===== src/rtl/watchdog_pkg.sv =====
package watchdog_pkg;

    // Register offsets on the plain register port.
    localparam logic [7:0] ADDR_CONTROL = 8'h00;
    localparam logic [7:0] ADDR_FLAGS = 8'h01;
    localparam logic [7:0] ADDR_IRQ_STATUS = 8'h02;
    localparam logic [7:0] ADDR_IRQ_MASK = 8'h03;

    // Control register layout.
    localparam int CTRL_EN_BIT = 0;
    localparam int CTRL_PS_LSB = 1;
    localparam int CTRL_PS_MSB = 5;

    // Flags register layout.
    localparam int FLG_TO_BIT = 0;
    localparam int FLG_PD_BIT = 1;
    localparam int FLG_WDOG_RESET_FLAG_N_BIT = 2;
    localparam int FLG_ACTIVE_BIT = 3;
    localparam int FLG_SLEEP_BIT = 4;

    // Interrupt event layout.
    localparam int IRQ_W = 2;
    localparam int IRQ_AWAKE_BIT = 0;
    localparam int IRQ_SLEEP_BIT = 1;

    // Reset values.
    localparam logic [4:0] PS_RESET = 5'h0b;
    localparam logic EN_RESET = 1'b0;
    localparam logic [IRQ_W-1:0] IRQ_MASK_RESET = 2'h0;

    // Time base: one nominal 1 ms interval is 32 ticks of the 31 kHz oscillator.
    localparam int LF_OSC_KHZ = 31;
    localparam int BASE_INTERVAL_MS = 1;
    localparam int WDT_CNT_W = 24;
    localparam logic [WDT_CNT_W-1:0] BASE_TICKS = 24'h00_0020;
    localparam logic [4:0] PS_MAX_CODE = 5'h12;

    // Operating modes of the configuration field.
    typedef enum logic [1:0] {
        MODE_OFF = 2'b00,
        MODE_SOFT = 2'b01,
        MODE_AWAKE = 2'b10,
        MODE_ON = 2'b11
    } wdt_mode_t;

endpackage


===== src/rtl/watchdog_timer.sv =====
// The address map and the address-and-strobe port are this design's own decisions.
`timescale 1ns/10ps
// Contract
// - An awake timeout without a clear instruction in the period raises a system reset.
// - The count advances only on ticks of the 31 kHz oscillator, 32 ticks per 1 ms.
// - Mode 11 keeps the watchdog active always, also in Sleep, ignoring the enable bit.
// - Mode 10 keeps the watchdog active while awake and disabled in Sleep.
// - Mode 01 runs the watchdog when the enable bit is 1 and stops it when 0.
// - A disabled watchdog holds its count at zero.
// - The period field sets the limit to 32 times two to its value, reserved codes give 32.
// - After reset the period field holds 01011, a two second timeout.
// - Reset, the clear instruction, oscillator failure and a running start-up timer clear the count.
// - Sleep entry and Sleep exit each clear the count, which keeps running in Sleep if enabled.
// - Leaving Sleep on a crystal clock holds the count clear until the start-up timer ends.
// - A timeout in Sleep wakes the device instead of resetting it and updates the flags.
// - The oscillator divider selection has no effect on the count.
// - Control bits 7-6 read zero, bits 5-1 hold the period, bit 0 is the enable resetting to 0.
// - In software mode the enable bit keeps its value across Sleep.
// - Sleep entry sets the timeout flag and clears the power-down flag, both active low.
module watchdog_timer
    import watchdog_pkg::*;
#(
    parameter int CNT_W = WDT_CNT_W
) (
    input wire logic ref_clk,
    input wire logic rst_n,
    input wire logic ce,
    input wire logic low_freq_osc,
    input wire logic [1:0] wdt_mode_config,
    input wire logic in_sleep,
    input wire logic crystal_clock,
    input wire logic watchdog_clear_instr,
    input wire logic osc_fail,
    input wire logic osc_startup_timer,
    input wire logic [7:0] addr,
    input wire logic [7:0] wr_data,
    input wire logic wr_en,
    input wire logic rd_en,
    output logic [7:0] rd_data,
    output logic wdt_reset_req,
    output logic wake_req,
    output logic timeout_flag_n,
    output logic powerdown_flag_n,
    output logic wdog_reset_flag_n,
    output logic irq
);

    // reserved codes clamp.
    // Prescale limit; reserved codes fall back to the shortest interval.
    function automatic logic [CNT_W-1:0] period_limit(input logic [4:0] ps);
        logic [CNT_W-1:0] lim;
        lim = BASE_TICKS;
        if (ps <= PS_MAX_CODE) begin
            lim = BASE_TICKS << ps;
        end
        return lim;
    endfunction

    function automatic logic addr_hit(input logic [7:0] a, input logic [7:0] ofs);
        return a == ofs;
    endfunction

    logic [CNT_W-1:0] count_q, count_d;
    logic [4:0] period_sel_q;
    logic soft_enable_q;
    logic lf_q, sleep_q, ost_q, hold_q;
    logic reset_req_q, wake_req_q;
    logic to_n_q, pd_n_q, wdog_reset_flag_n_n_q;
    logic [IRQ_W-1:0] irq_stat_q, irq_mask_q, irq_set;
    logic [7:0] rd_data_q;

    wire wdt_mode_t mode_w = wdt_mode_t'(wdt_mode_config);
    wire logic wr_ctrl = wr_en && addr_hit(addr, ADDR_CONTROL);
    wire logic wr_flags = wr_en && addr_hit(addr, ADDR_FLAGS);
    wire logic wr_istat = wr_en && addr_hit(addr, ADDR_IRQ_STATUS);
    wire logic wr_imask = wr_en && addr_hit(addr, ADDR_IRQ_MASK);
    wire logic lf_tick = low_freq_osc && !lf_q;
    wire logic sleep_entry = in_sleep && !sleep_q;
    wire logic sleep_exit = !in_sleep && sleep_q;
    wire logic [CNT_W-1:0] limit_w = period_limit(period_sel_q);
    wire logic [CNT_W-1:0] count_inc = count_q + {{(CNT_W-1){1'b0}}, 1'b1};

    logic active;
    always_comb begin
        unique case (mode_w)
            MODE_ON: active = 1'b1;
            MODE_AWAKE: active = !in_sleep;
            MODE_SOFT: active = soft_enable_q;
            MODE_OFF: active = 1'b0;
        endcase
    end

    wire logic clear_cond = !active || watchdog_clear_instr || osc_fail || osc_startup_timer
        || sleep_entry || sleep_exit || hold_q;
    wire logic hit = active && lf_tick && !clear_cond && (count_inc >= limit_w);
    wire logic awake_to = hit && !in_sleep;
    wire logic sleep_to = hit && in_sleep;

    // only oscillator ticks advance the count.
    always_comb begin
        count_d = count_q;
        if (clear_cond || hit) begin
            count_d = '0;
        end else if (lf_tick) begin
            count_d = count_inc;
        end
    end

    always_ff @(posedge ref_clk) begin
        if (!rst_n) begin
            count_q <= '0;
        end else if (ce) begin
            count_q <= count_d;
        end
    end

    always_ff @(posedge ref_clk) begin
        if (!rst_n) begin
            lf_q <= 1'b0;
            sleep_q <= 1'b0;
            ost_q <= 1'b0;
        end else if (ce) begin
            lf_q <= low_freq_osc;
            sleep_q <= in_sleep;
            ost_q <= osc_startup_timer;
        end
    end

    // hold after a crystal wake until the start-up timer falls.
    always_ff @(posedge ref_clk) begin
        if (!rst_n) begin
            hold_q <= 1'b0;
        end else if (ce) begin
            if (sleep_exit && crystal_clock) begin
                hold_q <= 1'b1;
            end else if (ost_q && !osc_startup_timer) begin
                hold_q <= 1'b0;
            end
        end
    end

    // enable changes only on a write, never on Sleep.
    always_ff @(posedge ref_clk) begin
        if (!rst_n) begin
            period_sel_q <= PS_RESET;
            soft_enable_q <= EN_RESET;
        end else if (ce && wr_ctrl) begin
            period_sel_q <= wr_data[CTRL_PS_MSB:CTRL_PS_LSB];
            soft_enable_q <= wr_data[CTRL_EN_BIT];
        end
    end

    always_ff @(posedge ref_clk) begin
        if (!rst_n) begin
            reset_req_q <= 1'b0;
            wake_req_q <= 1'b0;
        end else if (ce) begin
            reset_req_q <= awake_to;
            wake_req_q <= sleep_to;
        end
    end

    // sleep timeout flags; the hardware clear beats a software restore.
    always_ff @(posedge ref_clk) begin
        if (!rst_n) begin
            to_n_q <= 1'b1;
            pd_n_q <= 1'b1;
            wdog_reset_flag_n_n_q <= 1'b1;
        end else if (ce) begin
            if (sleep_to) begin
                to_n_q <= 1'b0;
                pd_n_q <= 1'b0;
            end else if (sleep_entry) begin
                to_n_q <= 1'b1;
                pd_n_q <= 1'b0;
            end else if (watchdog_clear_instr) begin
                to_n_q <= 1'b1;
                pd_n_q <= 1'b1;
            end
            if (hit) begin
                wdog_reset_flag_n_n_q <= 1'b0;
            end else if (wr_flags && wr_data[FLG_WDOG_RESET_FLAG_N_BIT]) begin
                wdog_reset_flag_n_n_q <= 1'b1;
            end
        end
    end

    // Events set the sticky bits; a set in the same cycle as a clear wins.
    assign irq_set[IRQ_AWAKE_BIT] = awake_to;
    assign irq_set[IRQ_SLEEP_BIT] = sleep_to;

    always_ff @(posedge ref_clk) begin
        if (!rst_n) begin
            irq_stat_q <= '0;
            irq_mask_q <= IRQ_MASK_RESET;
        end else if (ce) begin
            irq_stat_q <= irq_set | (irq_stat_q & ~(wr_istat ? wr_data[IRQ_W-1:0] : '0));
            if (wr_imask) begin
                irq_mask_q <= wr_data[IRQ_W-1:0];
            end
        end
    end

    // control read layout with zero top bits.
    wire logic [7:0] ctrl_rd = {2'b00, period_sel_q, soft_enable_q};
    wire logic [7:0] flags_rd = {3'b000, in_sleep, active, wdog_reset_flag_n_n_q, pd_n_q, to_n_q};
    wire logic [7:0] rd_mux = addr_hit(addr, ADDR_CONTROL) ? ctrl_rd
        : addr_hit(addr, ADDR_FLAGS) ? flags_rd
        : addr_hit(addr, ADDR_IRQ_STATUS) ? {6'b00_0000, irq_stat_q}
        : addr_hit(addr, ADDR_IRQ_MASK) ? {6'b00_0000, irq_mask_q}
        : 8'h00;

    // Read data stand one cycle only, so a stale value never looks valid.
    always_ff @(posedge ref_clk) begin
        if (!rst_n) begin
            rd_data_q <= 8'h00;
        end else if (ce) begin
            rd_data_q <= rd_en ? rd_mux : 8'h00;
        end
    end

    assign rd_data = rd_data_q;
    assign wdt_reset_req = reset_req_q;
    assign wake_req = wake_req_q;
    assign timeout_flag_n = to_n_q;
    assign powerdown_flag_n = pd_n_q;
    assign wdog_reset_flag_n = wdog_reset_flag_n_n_q;
    assign irq = |(irq_stat_q & irq_mask_q);

    AST_AWAKE_RESET: assert property (
        @(posedge ref_clk) disable iff (!rst_n)
        (ce && active && lf_tick && !clear_cond && !in_sleep && count_inc >= limit_w)
        |=> (wdt_reset_req && !wdog_reset_flag_n && count_q == '0))
        else $error("Awake timeout gave no reset request.");

    AST_ALWAYS_ON: assert property (
        @(posedge ref_clk) disable iff (!rst_n)
        (ce && mode_w == MODE_ON && in_sleep && sleep_q && lf_tick && !clear_cond && !hit)
        |=> count_q == $past(count_q) + 1)
        else $error("Always-on watchdog did not count in Sleep.");

    AST_SLEEP_OFF: assert property (
        @(posedge ref_clk) disable iff (!rst_n)
        (ce && mode_w == MODE_AWAKE && in_sleep) |=> count_q == '0)
        else $error("Watchdog counted in Sleep in mode 10.");

    AST_SOFT_OFF: assert property (
        @(posedge ref_clk) disable iff (!rst_n)
        (ce && mode_w == MODE_SOFT && !soft_enable_q) |=> count_q == '0)
        else $error("Software-disabled watchdog counted.");

    AST_MODE_OFF: assert property (
        @(posedge ref_clk) disable iff (!rst_n)
        (ce && mode_w == MODE_OFF) [*2] |-> count_q == '0)
        else $error("Disabled watchdog count not zero.");

    AST_RESERVED_PERIOD: assert property (
        @(posedge ref_clk) disable iff (!rst_n)
        (period_sel_q > PS_MAX_CODE) |-> limit_w == BASE_TICKS)
        else $error("Reserved period code not minimum interval.");

    AST_PERIOD_RESET: assert property (
        @(posedge ref_clk)
        !rst_n |=> (period_sel_q == PS_RESET && limit_w == 24'h01_0000))
        else $error("Period select reset value wrong.");

    AST_CLEAR_INSTR: assert property (
        @(posedge ref_clk) disable iff (!rst_n)
        (ce && (watchdog_clear_instr || osc_fail || osc_startup_timer)) |=> count_q == '0)
        else $error("Clear source did not clear the count.");

    AST_SLEEP_ENTRY: assert property (
        @(posedge ref_clk) disable iff (!rst_n)
        (ce && sleep_entry && !hit) |=> (count_q == '0 && timeout_flag_n && !powerdown_flag_n))
        else $error("Sleep entry did not clear count and set flags.");

    AST_CRYSTAL_HOLD: assert property (
        @(posedge ref_clk) disable iff (!rst_n)
        (ce && sleep_exit && crystal_clock) ##1 (ce && hold_q) |=> count_q == '0)
        else $error("Count moved during start-up hold.");

    AST_SLEEP_WAKE: assert property (
        @(posedge ref_clk) disable iff (!rst_n)
        (ce && sleep_to)
        |=> (wake_req && !wdt_reset_req && !timeout_flag_n && !wdog_reset_flag_n))
        else $error("Sleep timeout did not wake cleanly.");

    AST_CTRL_READ: assert property (
        @(posedge ref_clk) disable iff (!rst_n)
        (ce && rd_en && addr == ADDR_CONTROL && !wr_en)
        |=> (rd_data[7:6] == 2'b00 && rd_data[5:1] == $past(period_sel_q)))
        else $error("Control register read layout wrong.");

    AST_ENABLE_KEPT: assert property (
        @(posedge ref_clk) disable iff (!rst_n)
        !wr_ctrl |=> $stable(soft_enable_q))
        else $error("Enable bit changed without a write.");

    AST_SINGLE_PULSE: assert property (
        @(posedge ref_clk) disable iff (!rst_n)
        wdt_reset_req |=> !wdt_reset_req)
        else $error("Reset request longer than one cycle.");

    AST_WAKE_PULSE: assert property (
        @(posedge ref_clk) disable iff (!rst_n)
        wake_req |=> !wake_req)
        else $error("Wake request longer than one cycle.");

    AST_HOLD_RELEASE: assert property (
        @(posedge ref_clk) disable iff (!rst_n)
        (ce && ost_q && !osc_startup_timer && !(sleep_exit && crystal_clock)) |=> !hold_q)
        else $error("Start-up hold not released when the timer ended.");

    AST_FLAG_RESTORE: assert property (
        @(posedge ref_clk) disable iff (!rst_n)
        (ce && wr_flags && wr_data[FLG_WDOG_RESET_FLAG_N_BIT] && !hit) |=> wdog_reset_flag_n)
        else $error("Watchdog reset flag not restored by a write.");

    AST_PERIOD_WRITE: assert property (
        @(posedge ref_clk) disable iff (!rst_n)
        (ce && wr_ctrl) |=> period_sel_q == $past(wr_data[CTRL_PS_MSB:CTRL_PS_LSB]))
        else $error("Period select did not take the written value.");

    AST_STATUS_STICKY: assert property (
        @(posedge ref_clk) disable iff (!rst_n)
        (ce && !wr_istat) |=> ((irq_stat_q & $past(irq_stat_q)) == $past(irq_stat_q)))
        else $error("Interrupt status bit lost without a clear.");

    COV_AWAKE_TIMEOUT: cover property (@(posedge ref_clk) disable iff (!rst_n) awake_to && ce);
    COV_SLEEP_WAKE: cover property (@(posedge ref_clk) disable iff (!rst_n) sleep_to && ce);
    COV_CRYSTAL_HOLD: cover property (@(posedge ref_clk) disable iff (!rst_n) hold_q ##1 !hold_q);
    COV_IRQ: cover property (@(posedge ref_clk) disable iff (!rst_n) irq);

endmodule


===== config.mk =====
export PLATFORM = sky130hd
export DESIGN_NAME = watchdog_timer
export DESIGN_NICKNAME = d
export VERILOG_FILES = /design/src/rtl/watchdog_pkg.sv /design/src/rtl/watchdog_timer.sv
export SDC_FILE = /design/constraint.sdc
export NUM_CORES = 1
export LEC_CHECK = 0
export BUFFER_PORTS_ARGS = -buffer_cell sky130_fd_sc_hd__clkbuf_2
export CAP_MARGIN = 15
export CORE_ASPECT_RATIO = 1.5
export CORE_MARGIN = 3
export CORE_UTILIZATION = 62
export DETAILED_ROUTE_END_ITERATION = 8
export PLACE_DENSITY = 0.88
export SYNTH_ARGS = -nofsm -noshare
export SYNTH_HDL_FRONTEND = slang
export SYNTH_SLANG_ARGS = --single-unit

===== constraint.sdc =====
create_clock -name ref_clk -period 9.06 [get_ports ref_clk]
set_input_delay 1.812 -clock ref_clk [delete_from_list [all_inputs] [get_ports ref_clk]]
set_output_delay 1.812 -clock ref_clk [all_outputs]
set_load 0.05 [all_outputs]

==> flow_summary.toml, run 1 <==
[run_status]
status = "finished clean"

[timing]
tightest_hold_margin_ns = 0.458
finClkSkew_ns = 0.00700
rsz0062_at_grt = "false"
final-max-slew-violation-count = 0
setup-tns-final_ns = 0
final_min_period_over_clock_period = 0.474
final_period_minus_worst_setup_slack_ns = 4.30
final_worst_slack_ns = 4.76
finalSetupViolCount = 0
hold_viol_final = 0
worst_slew_pin_slew_ns = 1.01
max_clock_freq_ghz = 0.233
worst_slew_margin_rel = 0.325

[final_layout]
final_cell_mix = "49 x sky130_fd_sc_hd__dfxtp_1, 46 x sky130_fd_sc_hd__nand2_1, 38 x sky130_fd_sc_hd__clkbuf_2, 33 x sky130_fd_sc_hd__nor2_1, 29 x sky130_fd_sc_hd__nand3_1"
areaGrowthSynthToFinish_pct = 9.57
antennaDiodeCount = 0
nNetsFinal = 460
layout.cells.most_common = "sky130_fd_sc_hd__dfxtp_1"
post_layout_nonfiller_instances = 476
drive_above_1_share = 0.138

[yosys]
synthesis.instances = 385
yosysUniqueCellTypes = 49
synth_area_per_cell_um2 = 7.95
ys_ff_latch = 49
cells_taking_the_most_area_after_synthesis = "sky130_fd_sc_hd__dfxtp_1 32%, sky130_fd_sc_hd__ha_1 8.2%, sky130_fd_sc_hd__nand2_1 5.6%"
synth-seq-area-share = 0.321
synthArstFlopShare = 0
number_of_synthesized_flops_with_an_enable_pin = 0
post_synthesis_instance_area_um2 = 3060
synth_top_flop_cell = "sky130_fd_sc_hd__dfxtp_1"
synth_top_cell_by_area = "sky130_fd_sc_hd__dfxtp_1"
yosys_warnings = 0
synth.top_cell.area_share = 0.321

[floorplan]
core_area_um2 = 4650
die_h_um = 92.0
fp.dieArea_um2 = 5830
initial_utilization = 0.657
die_w_um = 63.4
ioPinCount = 43
core.rowCount = 30

[global_route]
first_global_vias = 2844
global_route.usage.total = 0.264
wire_length_of_the_first_global_routing_pass_mm = 12.4
grt_antenna_before_repair = 0
grt_max_degree = 27
grt.overflow.total = 0

[cts]
ctsResizeCount = 0
cts.repair_timing.setup_buffer_count = 0
tritoncts = "done"
h_tree_levels = 2
insertion_delay_ns = 0.30
clock_root_cell = "sky130_fd_sc_hd__clkbuf_8"
cts_inserted_buffers = 5
clkTransAtPathRegs_ns = 0.10
cts_hold_buf = 0
cts.sinks = 49
cts.path.max_buffers = 2

[worst_hold_path]
holdCritPathClass = "reg -> reg"

[worst_setup_path]
startpoint_to_endpoint_class_of_the_critical_path = "reg -> reg"
worst_path_largest_cell_delay_ns = 0.78
crit_path_end_kind = "register"
crit_fanout = 11
critPathSlowestCell = "sky130_fd_sc_hd__nor3_1"
timing.critical_path.arrival_ns = 4.45
critical_path_required_ns = 9.22
crit_chain = "and3_1 -> nand3_1 -> nor2_1 -> nand2_1 -> nor3_1 -> xor2_1 -> ha_1 -> and4_1 -> nand4_1 -> o21ai_2 -> nand2_1 -> nor3_1 -> o21ai_0"
type_of_origin_of_the_critical_path = "register"

[placed_design]
detailedPlacementHpwl_mm = 5.58
detailedPlace.worstSlack_ns = 4.82
numPortBuffers = 38
dp_cells = 468
gp_routability_congestion = 0.863

[route]
wl_mm = 7.36
detailedRoute.firstPassIterationCount = 7
post_route_ant_nets = 0
via_count = 2928
initialDrtViolationCount = 126
number_of_drc_violations_after_detailed_routing = 0
drt-wirelength-per-cell_um = 15.5
via_count_normalized_by_instance_count = 6.15

[power]
fin_total_pwr_uw = 393
power_density_nw_per_um2 = 117
p_leak_nw = 1.41
max-vdd-ir-drop_v = 0.000108

[job]
max-cap-violations = 0
-- sequential cells by signal, summed over array words and instances, names as in the netlist --
name               cells
wdt_reset_req          1
irq_stat_q             2
wdog_reset_flag_n      1
timeout_flag_n         1
hold_q                 1
irq_mask_q             2
wake_req               1
rd_data                6
period_sel_q           5
count_q               24
soft_enable_q          1
sleep_q                1
ost_q                  1
powerdown_flag_n       1
lf_q                   1
-- routing by layer --
metal	wire length (µm)	global-route usage	up-vias
met1	2850	0.270	1368
met4	382	0.159	0
met5	0	0	-
met2	3810	0.493	100
met3	321	0.0392	26
li1	-	-	1434
-- area by class of cell --
type | count | area, µm²
repair buffers | 38 | 190
clock buffers | 7 | 96.3
clock inverters | 1 | 8.76
multi-input cells | 306 | 1950
well taps | 64 | 80.1
fillers | 391 | 1300
inverters | 11 | 41.3
flip-flops and latches | 49 | 981
-- critical path: cells and delay by family (launching register included) --
family                     cells  cell delay [ns]
DFF                            1             0.38
adders and majority gates      1             0.23
xor gates and xnor gates       1             0.30
AOI/OAI and AO/OA              2             0.56
and+or+nand+nor                9             2.67
-- cells by family after synthesis --
kind of cell | synth area share
compound gates | 0.167
simple gates | 0.284
xor+xnor | 0.0544
mux | 0.0491
other cells | 0.00123
buf+inv | 0.0417
fa+ha+maj | 0.0818
flops | 0.321
-- through the flow --
step,instance area [µm²],util
floorplan,3060,-
global placement,3250,0.698
detailed placement,3250,0.698
CTS,3350,0.720
global route,3350,0.720
finish,3350,0.720
-- power breakdown --
| group | leakage (nW) | switching (mW) | internal, mW | total, mW |
|---|---|---|---|---|
| Sequential | 0.396 | 0.00103 | 0.216 | 0.217 |
| Clock | 0.0549 | 0.0761 | 0.0706 | 0.147 |
| Combinational | 0.964 | 0.0196 | 0.00951 | 0.0291 |
| Total | 1.41 | 0.0967 | 0.297 | 0.393 |
-- synthesized netlist by cell type (3+ instances only) --
| library cell | instances |
|---|---|
| sky130_fd_sc_hd__dfxtp_1 | 49 |
| sky130_fd_sc_hd__nand2_1 | 46 |
| sky130_fd_sc_hd__nor2_1 | 33 |
| sky130_fd_sc_hd__nand3_1 | 29 |
| sky130_fd_sc_hd__a21oi_1 | 21 |
| sky130_fd_sc_hd__o21ai_0 | 21 |
| sky130_fd_sc_hd__ha_1 | 20 |
| sky130_fd_sc_hd__mux2i_1 | 15 |
| sky130_fd_sc_hd__and3_1 | 14 |
| sky130_fd_sc_hd__clkbuf_1 | 14 |
| sky130_fd_sc_hd__xnor2_1 | 14 |
| sky130_fd_sc_hd__inv_1 | 10 |
| sky130_fd_sc_hd__nand4_1 | 9 |
| sky130_fd_sc_hd__nor3_1 | 9 |
| sky130_fd_sc_hd__nor2b_1 | 7 |
| sky130_fd_sc_hd__nand3b_1 | 6 |
| sky130_fd_sc_hd__a211oi_1 | 5 |
| sky130_fd_sc_hd__xor2_1 | 5 |
| sky130_fd_sc_hd__a31o_2 | 4 |
| sky130_fd_sc_hd__nand2b_1 | 4 |
| sky130_fd_sc_hd__nand4b_1 | 4 |
| sky130_fd_sc_hd__a222oi_1 | 3 |
| sky130_fd_sc_hd__a22o_1 | 3 |
| sky130_fd_sc_hd__a31oi_1 | 3 |
| sky130_fd_sc_hd__buf_2 | 3 |
| sky130_fd_sc_hd__o2111ai_1 | 3 |
| sky130_fd_sc_hd__o21ai_2 | 3 |
-- final timing paths --
check | startpoint | end | slack (ns) | cells after the start
max | count_q[0]$_SDFFE_PN0P_ | wdog_reset_flag_n$_SDFFE_PN1P_ | 4.76 | 13
min | count_q[17]$_SDFFE_PN0P_ | count_q[17]$_SDFFE_PN0P_ | 0.46 | 2
max reg2reg | count_q[0]$_SDFFE_PN0P_ | wdog_reset_flag_n$_SDFFE_PN1P_ | 4.76 | 13
min reg2reg | count_q[17]$_SDFFE_PN0P_ | count_q[17]$_SDFFE_PN0P_ | 0.46 | 2
(Power assumes the default switching activity.)
==> run 2, diff against run 1 <==
Settings changed: ABC_AREA from default to 1, CORE_UTILIZATION 62 to 53, PLACE_DENSITY 0.88 to 0.8.
Clock period 9.06 ns to 3.5 ns, I/O delays scaled along.
==> run 2 against run 1 <==
  * Wire length grew 14%
  * Combinational power rose to 2.9 times the previous value
  * Count of clock-buffer cells in the layout shrank 2
  * Critical path type unchanged
  * Largest power group unchanged
==> flow_summary.toml, run 2 <==
[cts]
clkTransAtPathRegs_ns = 0.10
cts.path.max_buffers = 2
insertion_delay_ns = 0.31
cts_hold_buf = 0
cts.sinks = 49
tritoncts = "done"
cts_inserted_buffers = 5
cts.repair_timing.setup_buffer_count = 0
ctsResizeCount = 0
clock_root_cell = "sky130_fd_sc_hd__clkbuf_8"
h_tree_levels = 2

[route]
wl_mm = 8.38
detailedRoute.firstPassIterationCount = 4
post_route_ant_nets = 0
drt-wirelength-per-cell_um = 14.1
initialDrtViolationCount = 218
via_count_normalized_by_instance_count = 5.68
number_of_drc_violations_after_detailed_routing = 0
via_count = 3366

[floorplan]
core_area_um2 = 5870
fp.dieArea_um2 = 7140
ioPinCount = 43
die_h_um = 102
core.rowCount = 34
initial_utilization = 0.555
die_w_um = 70.0

[timing]
final_min_period_over_clock_period = 0.898
tightest_hold_margin_ns = 0.453
finClkSkew_ns = 0.00911
final-max-slew-violation-count = 0
worst_slew_margin_rel = 0.303
rsz0062_at_grt = "false"
finalSetupViolCount = 0
max_clock_freq_ghz = 0.318
worst_slew_pin_slew_ns = 1.04
final_period_minus_worst_setup_slack_ns = 3.14
hold_viol_final = 0
setup-tns-final_ns = 0

[worst_setup_path]
crit_path_end_kind = "register"
critical_path.startpoint = "count_q[1]$_SDFFE_PN0P_"
reg2regPathDepth = 19
r2r_end = "count_q[4]$_SDFFE_PN0P_"
crit_fanout = 24
reg2reg_slack_ns = 0.36
timing.critical_path.arrival_ns = 3.37
worstSetupEndpoint = "count_q[4]$_SDFFE_PN0P_"
type_of_origin_of_the_critical_path = "register"
startpoint_to_endpoint_class_of_the_critical_path = "reg -> reg"
critical_path_required_ns = 3.73
r2r-start = "count_q[1]$_SDFFE_PN0P_"

[worst_hold_path]
holdCritPathClass = "reg -> reg"

[power]
max-vdd-ir-drop_v = 0.000254
power_density_nw_per_um2 = 281
p_leak_nw = 1.54
fin_total_pwr_mw = 1.01

[placed_design]
numPortBuffers = 38
detailedPlacementHpwl_mm = 6.37
gp_routability_congestion = 0.933

[final_layout]
layout.cells.most_common = "sky130_fd_sc_hd__nand2_1"
largest_reg_flops = 24
areaGrowthSynthToFinish_pct = 10.1
nNetsFinal = 569
register_bank_with_the_most_flops = "count_q"
num-fill-cells = 560
finalCoreUtilization = 0.610
drive_above_1_share = 0.132
antennaDiodeCount = 0
final_cell_mix = "137 x sky130_fd_sc_hd__nand2_1, 50 x sky130_fd_sc_hd__a21oi_1, 49 x sky130_fd_sc_hd__dfxtp_1, 46 x sky130_fd_sc_hd__inv_1, 43 x sky130_fd_sc_hd__nor2_1"

[run_status]
status = "finished clean"

[yosys]
synth.top_cell.area_share = 0.301
ys_ff_latch = 49
yosysUniqueCellTypes = 33
synth_area_per_cell_um2 = 6.66
synth.top_cells.by_count = "137 x sky130_fd_sc_hd__nand2_1, 50 x sky130_fd_sc_hd__a21oi_1, 49 x sky130_fd_sc_hd__dfxtp_1, 46 x sky130_fd_sc_hd__inv_1, 43 x sky130_fd_sc_hd__nor2_1"
synthArstFlopShare = 0
yosys_warnings = 0
synth_top_cell_by_area = "sky130_fd_sc_hd__dfxtp_1"
synthesis.instances = 489
number_of_synthesized_flops_with_an_enable_pin = 0
post_synthesis_instance_area_um2 = 3260
cells_taking_the_most_area_after_synthesis = "sky130_fd_sc_hd__dfxtp_1 30%, sky130_fd_sc_hd__nand2_1 16%, sky130_fd_sc_hd__a21oi_1 7.7%"
synth-seq-area-share = 0.301
yosysMostFrequentCell = "sky130_fd_sc_hd__nand2_1"
synth_top_flop_cell = "sky130_fd_sc_hd__dfxtp_1"

[global_route]
grt.overflow.total = 0
grt_antenna_before_repair = 0
first_global_vias = 3298
wire_length_of_the_first_global_routing_pass_mm = 14.2
grt_max_degree = 32
global_route.usage.total = 0.246

[job]
max-cap-violations = 0
[run 2: kinds of logic after synthesis]
logic type / synth area share
other: 0.00115
adders and majority gates: 0.0769
buffers and inverters: 0.0826
DFF: 0.301
xor gates and xnor gates: 0.0400
AOI/OAI and AO/OA: 0.131
and+or+nand+nor: 0.367
[run 2: worst min-delay path by stage]
stage | depth (start not counted) | startpoint | endpoint | slack [ns]
4_1_cts | 2 | ost_q$_SDFFE_PN0P_ | ost_q$_SDFFE_PN0P_ | 0.46
5_1_grt | 2 | ost_q$_SDFFE_PN0P_ | ost_q$_SDFFE_PN0P_ | 0.49
6_report | 2 | ost_q$_SDFFE_PN0P_ | ost_q$_SDFFE_PN0P_ | 0.45
2_1_floorplan | 2 | ost_q$_SDFFE_PN0P_ | ost_q$_SDFFE_PN0P_ | 0.43
3_5_place_dp | 2 | ost_q$_SDFFE_PN0P_ | ost_q$_SDFFE_PN0P_ | 0.44
3_3_place_gp | 2 | ost_q$_SDFFE_PN0P_ | ost_q$_SDFFE_PN0P_ | 0.43
[run 2: critical path: stages (launching register included)]
cell                      delay (ns)
sky130_fd_sc_hd__dfxtp_1        0.39
sky130_fd_sc_hd__ha_1           0.18
sky130_fd_sc_hd__nand2_1        0.13
sky130_fd_sc_hd__nor2_4         0.18
sky130_fd_sc_hd__nand2_1        0.09
sky130_fd_sc_hd__nor2_1         0.23
sky130_fd_sc_hd__nand3_1        0.15
sky130_fd_sc_hd__nor2_1         0.11
sky130_fd_sc_hd__nor2_1         0.08
sky130_fd_sc_hd__ha_1           0.29
sky130_fd_sc_hd__nand2_1        0.08
sky130_fd_sc_hd__inv_1          0.04
sky130_fd_sc_hd__nand2_1        0.05
sky130_fd_sc_hd__nand2_1        0.05
sky130_fd_sc_hd__a21oi_1        0.20
sky130_fd_sc_hd__nand3_1        0.17
sky130_fd_sc_hd__nand2_1        0.16
sky130_fd_sc_hd__buf_12         0.19
sky130_fd_sc_hd__nand4_1        0.09
sky130_fd_sc_hd__a21oi_1        0.20
[run 2: layer usage]
metal / part of all wire / GRT usage / up-vias
met5: 0 / 0 / -
met4: 0.056 / 0.162 / 0
met3: 0.043 / 0.0315 / 42
met2: 0.52 / 0.461 / 120
met1: 0.38 / 0.254 / 1518
li1: - / - / 1686
[run 2: layout make-up]
class / count / area, µm² / area share
flip-flops and latches: 49 / 981 / 0.274
multi-input cells: 374 / 2010 / 0.561
inverters: 49 / 184 / 0.0513
repair buffers: 41 / 225 / 0.0628
well taps: 72 / 90.1 / 0.0251
clock inverters: 3 / 25.0 / 0.00698
clock buffers: 5 / 68.8 / 0.0192
[run 2: stage by stage]
| stage | cell area, µm² | setup slack, ns | instances |
|---|---|---|---|
| 6_report | 3580 | 0.358 | 593 |
| 4_1_cts | 3580 | 0.403 | 593 |
| 3_5_place_dp | 3490 | 0.429 | 585 |
| 5_1_grt | 3580 | 0.100 | 593 |
| 2_1_floorplan | 3260 | 0.946 | 490 |
| 3_3_place_gp | 3490 | 0.584 | 585 |
[run 2: report_power, final]
part	switching (mW)	leakage, nW	internal (mW)	total, mW
Sequential	0.00391	0.396	0.562	0.566
Combinational	0.0611	1.10	0.0240	0.0851
Clock	0.210	0.0447	0.145	0.354
